## src/rps_pkg.sv

```systemverilog
// Purpose: Shared constants and types for the supply-switch and pin-mode block
// Assumes: Registers sit at their printed byte offsets on the local register port
// Notes: Field positions and reset values are held here once
package rps_pkg;

    // Register offsets
    localparam logic [7:0] ADDR_SUPPLY_SWITCH_CONTROL = 8'h26;
    localparam logic [7:0] ADDR_PIN_IO_CONFIGURATION = 8'h27;

    // Values after reset
    localparam logic [7:0] RESET_SUPPLY_SWITCH_CONTROL = 8'h00;
    localparam logic [7:0] RESET_PIN_IO_CONFIGURATION = 8'h00;

    // Supply switch control fields
    localparam int THRESHOLD_BIT = 0;
    localparam int SWITCH_MODE_LSB = 1;
    localparam logic [7:0] SUPPLY_SWITCH_WRITE_MASK = 8'h1f;

    // Switch mode codes
    localparam logic [1:0] SWITCH_MODE_LOWER_OF = 2'h3;

    // Disabled output frequency code
    localparam logic [2:0] FREQ_SELECT_OFF = 3'h7;

    // Detector timing
    localparam int CLOCK_HZ = 100_000_000;
    localparam int CLOCK_PERIOD_NS = 10;
    localparam int SAMPLE_RATE_HZ = 16;
    localparam int SAMPLE_WINDOW_NS = 30_500;
    localparam int SAMPLE_PERIOD_CYCLES = CLOCK_HZ / SAMPLE_RATE_HZ;
    localparam int SAMPLE_WINDOW_CYCLES = (SAMPLE_WINDOW_NS + CLOCK_PERIOD_NS - 1) / CLOCK_PERIOD_NS;

    // Default length of an interrupt pulse in cycles
    localparam int IRQ_PULSE_CYCLES = 16;

    // Event pin mode field
    typedef enum logic [1:0]
    {
        RPS_EVT_OFF = 2'h0,
        RPS_EVT_IRQ_OUT = 2'h1,
        RPS_EVT_CLK_OUT = 2'h2,
        RPS_EVT_INPUT = 2'h3
    } rps_event_mode_t;

    // First interrupt pin role field
    typedef enum logic [1:0]
    {
        RPS_ROLE_CLOCK = 2'h0,
        RPS_ROLE_BATTERY = 2'h1,
        RPS_ROLE_IRQ = 2'h2,
        RPS_ROLE_HIZ = 2'h3
    } rps_first_role_t;

    // Layout of the pin configuration register, bit 7 first
    typedef struct packed
    {
        logic clock_pin_disable;
        logic detector_pull_strength;
        logic event_pin_edge_sense;
        logic event_pin_input_type;
        rps_event_mode_t event_pin_mode_field;
        rps_first_role_t first_irq_pin_role;
    } rps_pin_io_t;

    // Two-signal view of a pin driven by the block
    typedef struct packed
    {
        logic level;
        logic drive_n;
    } rps_pin_drive_t;

endpackage

```

## src/rps_switch_sampler.sv

```systemverilog
// Purpose: Periodic sample window for the mechanical switch detector
// Assumes: One clock; the window opens at the start of each sample period
// Notes: The pin level is taken on the last cycle of the window
module rps_switch_sampler #(
    parameter int PERIOD_CYCLES = rps_pkg::SAMPLE_PERIOD_CYCLES,
    parameter int WINDOW_CYCLES = rps_pkg::SAMPLE_WINDOW_CYCLES
) (
    // Clock and reset
    input wire logic i_clock,
    input wire logic i_nrst,
    // Control and pin
    input wire logic i_enable,
    input wire logic i_pin,
    // Results
    output logic o_window,
    output logic o_sample,
    output logic o_strobe
);

    localparam int CW = $clog2(PERIOD_CYCLES + 1);

    initial
    begin
        if (WINDOW_CYCLES < 1 || WINDOW_CYCLES >= PERIOD_CYCLES)
            $error("Sample window must be shorter than the sample period");
    end

    logic [CW-1:0] count_r;
    logic last_in_window;

    assign last_in_window = (count_r == CW'(WINDOW_CYCLES - 1));

    // Period counter; held at zero while disabled so the first window opens at once
    always_ff @(posedge i_clock or negedge i_nrst)
    begin
        if (!i_nrst)
            count_r <= '0;
        else if (!i_enable || count_r == CW'(PERIOD_CYCLES - 1))
            count_r <= '0;
        else
            count_r <= count_r + CW'(1);
    end

    // Pull-up window, sampled level and strobe all come from flops
    always_ff @(posedge i_clock or negedge i_nrst)
    begin
        if (!i_nrst)
        begin
            o_window <= 1'b0;
            o_sample <= 1'b1;
            o_strobe <= 1'b0;
        end
        else
        begin
            o_window <= i_enable && (count_r < CW'(WINDOW_CYCLES - 1) || count_r == CW'(PERIOD_CYCLES - 1));
            o_strobe <= i_enable && last_in_window;
            if (i_enable && last_in_window)
                o_sample <= i_pin;
        end
    end

endmodule

```

## src/rps_pin_mode.sv

```systemverilog
// Purpose: Supply-switch control, switch interrupt and pin-mode multiplexing
// Assumes: Supply state, clock waveform and frequency code come from neighbouring blocks
// Notes: Open-drain and two-way pins use level plus active-low drive enable
//
// Functional notes
// - Threshold bit picks low or high threshold
// - Mode 11 switches at lower of both
// - One switch interrupt enable per output
// - Switch flag sets on event, sticky
// - Enabled interrupt is pulse or flag level
// - Every switch-over pulses, flag cleared or not
// - Second interrupt only driven on main supply
// - Clock pin disable forces constant low
// - Edge sense selects rising or falling event
// - Event pin mode: off, irq, clock, input
// - Event pin outputs float on backup supply
// - Input type ignored outside input mode
// - Direct input qualified, ignored on backup
// - Switch detector samples 16 Hz, pulled window
// - Pull strength bit picks weak or strong
// - Qualified input may halt time counting
// - First pin role: clock, battery, irq, float
// - Irq role open-drain low, both supplies
// - Clock role drives only on main supply
// - Battery role follows supply state only
// - Battery role floats on main, low backup
module rps_pin_mode #(
    parameter int SAMPLE_PERIOD_CYCLES = rps_pkg::SAMPLE_PERIOD_CYCLES,
    parameter int PULSE_CYCLES = rps_pkg::IRQ_PULSE_CYCLES
) (
    // Clock and reset
    input wire logic i_clock,
    input wire logic i_nrst,
    // Register port
    input wire logic i_reg_write,
    input wire logic i_reg_read,
    input wire logic [7:0] i_reg_addr,
    input wire logic [7:0] i_reg_wdata,
    output logic [7:0] o_reg_rdata,
    // Neighbouring control bits
    input wire logic i_switch_irq_enable_first,
    input wire logic i_switch_irq_enable_second,
    input wire logic i_irq_pulse_mode,
    input wire logic i_flag_clear,
    input wire logic i_stop_source_select,
    input wire logic [2:0] i_output_frequency_select,
    input wire logic i_clock_wave,
    // Supply state, high while running from backup
    input wire logic i_on_backup,
    // Supply switch controls
    output logic o_switch_threshold_high,
    output logic [1:0] o_switch_mode_field,
    output logic o_switch_lower_of,
    output logic o_supply_switch_flag,
    // Interrupt levels, active high
    output logic o_first_irq,
    output logic o_second_irq,
    // Clock pin
    output logic o_clock_pin,
    output logic o_clock_pin_oe_n,
    // First interrupt pin, open drain
    output logic o_first_interrupt_pin,
    output logic o_first_interrupt_pin_oe_n,
    // Event pin, two-way
    input wire logic i_event_pin,
    output logic o_event_pin,
    output logic o_event_pin_oe_n,
    output logic o_pullup_enable,
    output logic o_pullup_strong,
    // Qualified event results
    output logic o_event_trigger,
    output logic o_stop_request
);

    localparam int PW = $clog2(PULSE_CYCLES + 1);

    initial
    begin
        if (PULSE_CYCLES < 1)
            $error("Interrupt pulse needs at least one cycle");
    end

    logic [7:0] switch_ctrl_r;
    rps_pkg::rps_pin_io_t pin_io_r;
    logic flag_r;
    logic backup_q_r;
    logic primed_r;
    logic [PW-1:0] pulse_cnt_r;
    logic in_level_q_r;
    logic switch_event;
    logic pulse_active;
    logic clock_off;
    logic input_mode;
    logic detector_mode;
    logic in_level;
    logic in_valid;
    logic det_window;
    logic det_sample;
    logic det_strobe;
    logic first_irq_nxt;
    logic second_irq_nxt;
    rps_pkg::rps_pin_drive_t first_pin_nxt;
    rps_pkg::rps_pin_drive_t event_pin_nxt;
    rps_pkg::rps_pin_drive_t clock_pin_nxt;

    // Register file; unused high control bits are not stored
    always_ff @(posedge i_clock or negedge i_nrst)
    begin
        if (!i_nrst)
        begin
            switch_ctrl_r <= rps_pkg::RESET_SUPPLY_SWITCH_CONTROL;
            pin_io_r <= rps_pkg::RESET_PIN_IO_CONFIGURATION;
        end
        else if (i_reg_write)
        begin
            if (i_reg_addr == rps_pkg::ADDR_SUPPLY_SWITCH_CONTROL)
                switch_ctrl_r <= i_reg_wdata & rps_pkg::SUPPLY_SWITCH_WRITE_MASK;
            if (i_reg_addr == rps_pkg::ADDR_PIN_IO_CONFIGURATION)
                pin_io_r <= i_reg_wdata;
        end
    end

    // Read data; unmapped addresses read zero
    always_ff @(posedge i_clock or negedge i_nrst)
    begin
        if (!i_nrst)
            o_reg_rdata <= 8'h00;
        else if (i_reg_read)
        begin
            unique case (i_reg_addr)
                rps_pkg::ADDR_SUPPLY_SWITCH_CONTROL: o_reg_rdata <= switch_ctrl_r;
                rps_pkg::ADDR_PIN_IO_CONFIGURATION: o_reg_rdata <= pin_io_r;
                default: o_reg_rdata <= 8'h00;
            endcase
        end
    end

    // Switch threshold and mode drive the analog comparator
    always_ff @(posedge i_clock or negedge i_nrst)
    begin
        if (!i_nrst)
        begin
            o_switch_threshold_high <= 1'b0;
            o_switch_mode_field <= 2'h0;
            o_switch_lower_of <= 1'b0;
        end
        else
        begin
            o_switch_threshold_high <= switch_ctrl_r[rps_pkg::THRESHOLD_BIT];
            o_switch_mode_field <= switch_ctrl_r[rps_pkg::SWITCH_MODE_LSB +: 2];
            o_switch_lower_of <= switch_ctrl_r[rps_pkg::SWITCH_MODE_LSB +: 2] == rps_pkg::SWITCH_MODE_LOWER_OF;
        end
    end

    // Supply state history; primed avoids a false event from the reset value
    always_ff @(posedge i_clock or negedge i_nrst)
    begin
        if (!i_nrst)
        begin
            backup_q_r <= 1'b0;
            primed_r <= 1'b0;
        end
        else
        begin
            backup_q_r <= i_on_backup;
            primed_r <= 1'b1;
        end
    end

    // Either direction of switch-over counts as an event
    assign switch_event = primed_r && (i_on_backup != backup_q_r);

    // Sticky flag; a new event wins over a clear in the same cycle
    always_ff @(posedge i_clock or negedge i_nrst)
    begin
        if (!i_nrst)
            flag_r <= 1'b0;
        else if (switch_event)
            flag_r <= 1'b1;
        else if (i_flag_clear)
            flag_r <= 1'b0;
    end

    // Pulse restarts on every event, independent of the flag
    always_ff @(posedge i_clock or negedge i_nrst)
    begin
        if (!i_nrst)
            pulse_cnt_r <= '0;
        else if (switch_event)
            pulse_cnt_r <= PW'(PULSE_CYCLES);
        else if (pulse_cnt_r != '0)
            pulse_cnt_r <= pulse_cnt_r - PW'(1);
    end

    assign pulse_active = pulse_cnt_r != '0;

    // Each output has its own enable; pulse or follow the flag
    assign first_irq_nxt = i_switch_irq_enable_first && (i_irq_pulse_mode ? pulse_active : flag_r);
    assign second_irq_nxt = i_switch_irq_enable_second && (i_irq_pulse_mode ? pulse_active : flag_r);

    always_ff @(posedge i_clock or negedge i_nrst)
    begin
        if (!i_nrst)
        begin
            o_supply_switch_flag <= 1'b0;
            o_first_irq <= 1'b0;
            o_second_irq <= 1'b0;
        end
        else
        begin
            o_supply_switch_flag <= flag_r;
            o_first_irq <= first_irq_nxt;
            o_second_irq <= second_irq_nxt;
        end
    end

    assign clock_off = i_output_frequency_select == rps_pkg::FREQ_SELECT_OFF;
    assign input_mode = pin_io_r.event_pin_mode_field == rps_pkg::RPS_EVT_INPUT;
    // Input type only matters in input mode
    assign detector_mode = input_mode && pin_io_r.event_pin_input_type;

    // Mechanical switch detector keeps running on backup supply
    rps_switch_sampler #(
        .PERIOD_CYCLES(SAMPLE_PERIOD_CYCLES),
        .WINDOW_CYCLES(rps_pkg::SAMPLE_WINDOW_CYCLES)
    ) u_sampler (
        .i_clock(i_clock),
        .i_nrst(i_nrst),
        .i_enable(detector_mode),
        .i_pin(i_event_pin),
        .o_window(det_window),
        .o_sample(det_sample),
        .o_strobe(det_strobe)
    );

    // Direct input is dropped on backup; detector level holds between samples
    assign in_level = detector_mode ? det_sample : i_event_pin;
    assign in_valid = input_mode && (detector_mode || !i_on_backup);

    // Previous qualified level for edge detection; loaded with the edge sense bit while invalid
    always_ff @(posedge i_clock or negedge i_nrst)
    begin
        if (!i_nrst)
            in_level_q_r <= 1'b0;
        else if (!in_valid)
            in_level_q_r <= pin_io_r.event_pin_edge_sense;
        else
            in_level_q_r <= in_level;
    end

    // Edge sense low means rising, high means falling; stop follows the active level
    always_ff @(posedge i_clock or negedge i_nrst)
    begin
        if (!i_nrst)
        begin
            o_event_trigger <= 1'b0;
            o_stop_request <= 1'b0;
        end
        else
        begin
            o_event_trigger <= in_valid && (in_level != in_level_q_r)
                && (in_level != pin_io_r.event_pin_edge_sense);
            o_stop_request <= i_stop_source_select && in_valid
                && (in_level != pin_io_r.event_pin_edge_sense);
        end
    end

    // Pull-up only during the detector window; strength from its bit
    always_ff @(posedge i_clock or negedge i_nrst)
    begin
        if (!i_nrst)
        begin
            o_pullup_enable <= 1'b0;
            o_pullup_strong <= 1'b0;
        end
        else
        begin
            o_pullup_enable <= det_window;
            o_pullup_strong <= pin_io_r.detector_pull_strength;
        end
    end

    // Clock pin floats on backup since its supply domain is down
    always_comb
    begin
        clock_pin_nxt.drive_n = i_on_backup;
        if (pin_io_r.clock_pin_disable || clock_off)
            clock_pin_nxt.level = 1'b0;
        else
            clock_pin_nxt.level = i_clock_wave;
    end

    // Event pin: push-pull outputs only on main supply
    always_comb
    begin
        event_pin_nxt.level = 1'b1;
        event_pin_nxt.drive_n = 1'b1;
        unique case (pin_io_r.event_pin_mode_field)
            rps_pkg::RPS_EVT_IRQ_OUT:
            begin
                event_pin_nxt.level = !second_irq_nxt;
                event_pin_nxt.drive_n = i_on_backup;
            end
            rps_pkg::RPS_EVT_CLK_OUT:
            begin
                event_pin_nxt.level = clock_off ? 1'b0 : i_clock_wave;
                event_pin_nxt.drive_n = i_on_backup;
            end
            rps_pkg::RPS_EVT_OFF,
            rps_pkg::RPS_EVT_INPUT:
            begin
                event_pin_nxt.drive_n = 1'b1;
            end
        endcase
    end

    // First interrupt pin is open drain: it only ever pulls low
    always_comb
    begin
        first_pin_nxt.level = 1'b0;
        first_pin_nxt.drive_n = 1'b1;
        unique case (pin_io_r.first_irq_pin_role)
            rps_pkg::RPS_ROLE_CLOCK:
                first_pin_nxt.drive_n = i_on_backup || clock_off || i_clock_wave;
            rps_pkg::RPS_ROLE_BATTERY:
                first_pin_nxt.drive_n = !i_on_backup;
            rps_pkg::RPS_ROLE_IRQ:
                first_pin_nxt.drive_n = !first_irq_nxt;
            rps_pkg::RPS_ROLE_HIZ:
                first_pin_nxt.drive_n = 1'b1;
        endcase
    end

    // Pin flops; one cycle from configuration or supply change to the pad
    always_ff @(posedge i_clock or negedge i_nrst)
    begin
        if (!i_nrst)
        begin
            o_clock_pin <= 1'b0;
            o_clock_pin_oe_n <= 1'b1;
            o_event_pin <= 1'b1;
            o_event_pin_oe_n <= 1'b1;
            o_first_interrupt_pin <= 1'b0;
            o_first_interrupt_pin_oe_n <= 1'b1;
        end
        else
        begin
            o_clock_pin <= clock_pin_nxt.level;
            o_clock_pin_oe_n <= clock_pin_nxt.drive_n;
            o_event_pin <= event_pin_nxt.level;
            o_event_pin_oe_n <= event_pin_nxt.drive_n;
            o_first_interrupt_pin <= first_pin_nxt.level;
            o_first_interrupt_pin_oe_n <= first_pin_nxt.drive_n;
        end
    end
endmodule

```

## config.mk

```make
export PLATFORM = sky130hd
export DESIGN_NAME = rps_pin_mode
export DESIGN_NICKNAME = d
export VERILOG_FILES = /design/src/rps_pkg.sv /design/src/rps_switch_sampler.sv /design/src/rps_pin_mode.sv
export SDC_FILE = /design/constraint.sdc
export NUM_CORES = 1
export LEC_CHECK = 0
export BUFFER_PORTS_ARGS = -buffer_cell sky130_fd_sc_hd__buf_4
export CAP_MARGIN = 10
export CORE_MARGIN = 2
export CORE_UTILIZATION = 60
export CTS_CLUSTER_SIZE = 24
export DETAILED_ROUTE_END_ITERATION = 6
export PLACE_DENSITY_LB_ADDON = 0.12
export SLEW_MARGIN = 25
export SYNTH_ARGS = -nofsm -noshare
export SYNTH_HDL_FRONTEND = slang
export SYNTH_SLANG_ARGS = --single-unit
export TNS_END_PERCENT = 1
```

## constraint.sdc

```tcl
create_clock -name i_clock -period 4.6 [get_ports i_clock]
set_input_delay 0.46 -clock i_clock [delete_from_list [all_inputs] [get_ports i_clock]]
set_output_delay 0.46 -clock i_clock [all_outputs]
set_load 0.03 [all_outputs]
```

### Yosys cells after proc, flatten, opt, wreduce, memory -nomap -nowiden

Cells that the tools add are included.

* register bits: 71
* input bits: 31

* add/subtract/negate cells: 2
* equality and inequality tests: 15
* magnitude comparators: 1
* muxes and demuxes: 14
* reductions and logical operators: 30

Operators with widths (count)
* 23-bit by 1-bit adder with 23-bit output, second input constant: 1
* 23-bit by 12-bit equality test with 1-bit output, second input constant: 1
* 23-bit equality test, second input constant: 1
* 23-bit by 12-bit < comparator with 1-bit output, second input constant: 1
* 23-bit 2-to-1 mux: 1
* 8-bit by 6-bit equality test with 1-bit output, second input constant: 2
* 8-bit case mux with 2 select lines: 1
* 1-bit logical AND: 11
* 2-bit equality test, second input constant: 5
* 5-bit 2-to-1 mux: 2
* 1-bit 2-to-1 mux: 7
* 1-bit logical OR: 6
* 5-bit nonzero test: 1
* 5-bit by 1-bit subtractor with 5-bit output, second input constant: 1
* 2-bit by 1-bit equality test with 1-bit output, second input constant: 2
* 1-bit zero test: 4
* 2-bit zero test: 2
* 1-bit case mux with 2 select lines: 2
* 1-bit case mux with 4 select lines: 1
* 2-bit AND reduction: 2
* 2-bit nonzero test: 2
* 2-bit OR reduction: 2
* 3-bit equality test, second input constant: 1
* 1-bit != test: 3

### Longest topological paths before layout

* word-level depth: 6
* depth in mapped cells: 6
* gate-level depth less buffers: 6

### By module

From an unflattened synthesis, not the netlist that was laid out.

* cell total of the unflattened synthesis: 304
* area total of the unflattened synthesis: 3384.5 um^2

By module, submodules not included
* rps_pin_mode: instances 1, area an instance 1981.9 um^2, cells an instance 161
* rps_switch_sampler: instances 1, area an instance 1402.6 um^2, cells an instance 143

### Least setup slack after synthesis

No wires, ideal clock.

* kind: flip-flop to flip-flop
* from: register u_sampler.count_r[0]
* to: register u_sampler.count_r[20]
* data arrival time: 1.781 ns
* required time: 4.522 ns
* path slack: 2.741 ns
* library setup time: 0.078 ns
* stages on the path, launching flop included: 7
* cell sequence: dfrtp_1 -> ha_1 -> nand4_2 -> or3_1 -> buf_2 -> or4_1 -> a21oi_1

* word-level cells in the longest chain between the ends: 3
* elaborated cells on any way between the ends: 4
* classes of those cells: add/sub (1); eq/ne (1); mux (1); reduce/logical (1)

RTL lines
* from (decl): line rps_switch_sampler.sv:28 `logic [CW-1:0] count_r;`
* from (signal assigned): line rps_switch_sampler.sv:41 `count_r <= count_r + CW'(1);`
* parallel branches: the longest is 2 deep, another holds 23-bit by 1-bit adder with 23-bit output
* 23-bit 2-to-1 mux *: line rps_switch_sampler.sv:38 `else if (!i_enable || count_r == CW'(PERIOD_CYCLES - 1))`

Mark *: on every way between the ends.
A chain may end at the register's enable or synchronous reset.

### Final worst setup path

* from: register u_sampler.count_r[0]
* to: register u_sampler.count_r[22]

The elaborated chain is that of the path after synthesis.

==> reports/metrics.csv <==
stage,metric,value,unit
worst_setup_path,Reg2Reg Depth,6,
die,row count,26,
die,DIE WIDTH,76.87,um
clock_tree,CTS Root Cell,clkbuf_8,
sta,RSZ-0062 raised after global routing,no,
final_layout,# diodes,0,
worst_setup_path,critical path startpoint category,register,
detailed_routing,drt total wl,6.471,mm
sta,Tcrit/Tclk final,0.4712,
sta,Fmax,0.4613,GHz
global_routing,antenna violations before repair,0,
worst_setup_path,R2R Path Start,u_sampler.count_r[0],
clock_tree,post-CTS setup buffer count,0,
worst_setup_path,CP Capture Type,register,
pwr,PD cells,365.1,mW/mm^2
yosys,Mapped Cells,283,
die,I/O Pins,56,
global_routing,vias in the first global route,2336,
pwr,part of the power in registers,0.489,
clock_tree,CTS tree,yes,
placement,Detail Placement HPWL,4.356,mm
yosys,Post-synth ARST share,1.000,
sta,final slew viol count,0,
detailed_routing,drt initial violations,130,
detailed_routing,Vias/cell,5.722,
yosys,library cells used by synthesis,47,
worst_setup_path,CP startpoint,u_sampler.count_r[0],
clock_tree,CTS Buffer Depth,2,
global_routing,total grt overflow,0,
worst_setup_path,critical path peak fanout,13,
pwr,switch share,0.2409,
placement,Placer Congestion,0.7630,
sta,"Hold Vio Cnt, Final",0,
yosys,top_reg_cell synth,dfrtp_1,
worst_setup_path,Worst Path Required,4.81,ns
detailed_routing,detailed-route via count,2363,
worst_hold_path,hold crit path type,in2async,
yosys,post-synth net total,320,
job,max_cap viols,0,
detailed_routing,drt drc,0,
clock_tree,H-tree Lvls,3,
die,Initial Util,0.6237,
pwr,Leak,0.001764,uW
clock_tree,CTS sink count,71,
die,CORE AREA,0.005107,mm^2
final_layout,"most common cell after layout, fill and taps aside",dfrtp_1,
detailed_routing,mean routed wirelength per cell,15.67,um
worst_setup_path,worst flop-to-flop path endpoint,u_sampler.count_r[22],
clock_tree,post-cts repair resize count,0,
sta,relative slew slack,0.4363,
pwr,Logic pwr share,0.113,
worst_setup_path,Critical Path AT,2.38,ns
final_layout,layout cell share with drive strength beyond 1,0.2857,
clock_tree,"Reg clk slew, reported paths",0.08,ns
global_routing,global-route wire length before repair,11.18,mm
sta,final setup violating endpoints,0,
yosys,mean post-synth cell area,11.26,um^2
placement,Port-buffer cells,54,
worst_setup_path,critical path class,reg2reg,
final_layout,most frequent cells in the layout,"66 x dfrtp_1, 55 x buf_4, 24 x nor2_1, 17 x a21oi_1, 14 x mux2_2",
final_layout,Area Overhead vs Synth,21.21,%
sta,Setup TNS,0,ns
pwr,P_int,1070,uW
detailed_routing,ANT nets after route,0,
status,status,"complete, no violations",
pwr,Clk pwr share,0.398,
yosys,sequential share of the synthesized area,0.5597,
clock_tree,CTS Buf Count,9,
sta,Slew @ Worst Pin,0.8456,ns
yosys,area of the mapped netlist,0.003186,mm^2
global_routing,largest net degree at the start of global routing,72,
final_layout,FILL cells,357,
yosys,Ys Warns,0,
die,die area,0.005908,mm^2
clock_tree,CTS Hold Buffers Added,0,
yosys,"flops & latches, synth",71,
yosys,Post-synth EDFFs,0,
detailed_routing,Pre-Repair DR Iteration Count,4,
die,Die Height,76.87,um
global_routing,GRT Overall Usage,0.2417,
clock_tree,Clock Latency Late Sink,0.34,ns
sta,min Tclk post-route,2.168,ns
final_layout,final net count,375,
sta,Worst Clk Skew,0.01085,ns
pwr,Peak VDD IR,0.0002678,V
worst_setup_path,flop-to-flop setup slack,2.43,ns
pwr,PnR Total Power,1410,uW
pwr,P_sw,339.7,uW
-- cells in the mapped netlist, drive strengths merged (2+ instances only) --
master / count / area, um^2
a21o: 2 / 15.01
a21oi: 17 / 85.08
a22o: 3 / 26.28
and2: 4 / 25.02
and3: 3 / 20.02
and4: 3 / 26.28
buf: 6 / 37.53
clkbuf: 5 / 18.77
conb: 2 / 7.510
dfrtp: 66 / 1652
dfstp: 5 / 131.4
ha: 6 / 75.07
inv: 13 / 48.80
mux2: 14 / 157.7
mux2i: 6 / 60.06
nand2: 10 / 37.54
nand3: 10 / 50.05
nand3b: 2 / 15.01
nand4: 12 / 87.58
nor2: 25 / 96.35
nor3: 3 / 15.01
nor4: 6 / 37.54
nor4b: 2 / 17.52
o21ai: 7 / 35.03
o2bb2ai: 5 / 43.79
o31ai: 6 / 45.04
or3: 9 / 57.56
or4: 6 / 45.04
xnor2: 7 / 61.31
xor2: 6 / 52.55
-- logic make-up after synthesis --
group / share of synthesized area
AND/OR/NAND/NOR: 0.1815
flip-flops: 0.5597
adder cells (fa/ha/maj): 0.02357
XOR/XNOR: 0.03574
AO/OA/AOI/OAI: 0.09584
other: 0.002358
multiplexers: 0.06834
buffers and inverters: 0.03299
-- worst max-delay path by stage --
stage	endpoint	slack, ns	cells after the start
2_1_floorplan	u_sampler.count_r[20]	2.74	6
3_3_place_gp	u_sampler.count_r[10]	2.51	6
3_5_place_dp	u_sampler.count_r[20]	2.44	6
4_1_cts	u_sampler.count_r[22]	2.44	6
5_1_grt	u_sampler.count_r[17]	2.24	6
6_report	u_sampler.count_r[22]	2.43	6
-- critical path, cell delays in order (launching register included) --
cell	delay, ns
dfrtp_1	0.42
ha_1	0.25
and3_2	0.24
nand4_1	0.11
o311ai_2	0.64
buf_4	0.32
a21oi_1	0.06
-- state kept, by name, summed over array words and instances, names as in the netlist, 2 cells and up --
signal	flops
o_reg_rdata	8
o_switch_mode_field	2
switch_ctrl_r	5
u_sampler.count_r	23
pin_io_r	8
pulse_cnt_r	5
-- per-stage QoR --
stage | utilization | setup slack (ns) | instance area, um^2 | hold slack (ns) | cells
detailed placement | 0.7107 | 2.435 | 3630 | 0.3372 | 397
global route | 0.7560 | 2.240 | 3861 | 0.2696 | 413
finish | 0.7560 | 2.432 | 3861 | 0.2265 | 413
global placement | 0.7107 | 2.511 | 3630 | 0.3326 | 397
floorplan | - | 2.741 | 3186 | 0.1644 | 283
CTS | 0.7560 | 2.442 | 3861 | 0.2476 | 413
-- power by group through the flow --
stage	sequential, uW	combinational [uW]	clock [uW]
5_1_grt	694	181	597
6_report	689	160	561
3_5_place_dp	700	162	0
4_1_cts	689	163	570
2_1_floorplan	710	86.0	0
3_3_place_gp	698	157	0
-- final cells by class --
class | count | area (um^2) | area share
clock inverters | 5 | 80.08 | 0.02074
inverters | 13 | 48.80 | 0.01264
well taps | 70 | 87.58 | 0.02268
flip-flops and latches | 71 | 1783 | 0.4618
clock buffers | 11 | 151.4 | 0.03921
repair buffers | 55 | 412.9 | 0.1069
multi-input cells | 188 | 1297 | 0.3360
-- routing by layer --
metal	track usage	up-vias	wire length, um
met1	0.3457	1167	3001
met5	0	-	0
met2	0.3711	55	3173
li1	-	1132	-
met4	0.1073	0	70
met3	0.03412	9	225
(Power assumes the default switching activity.)
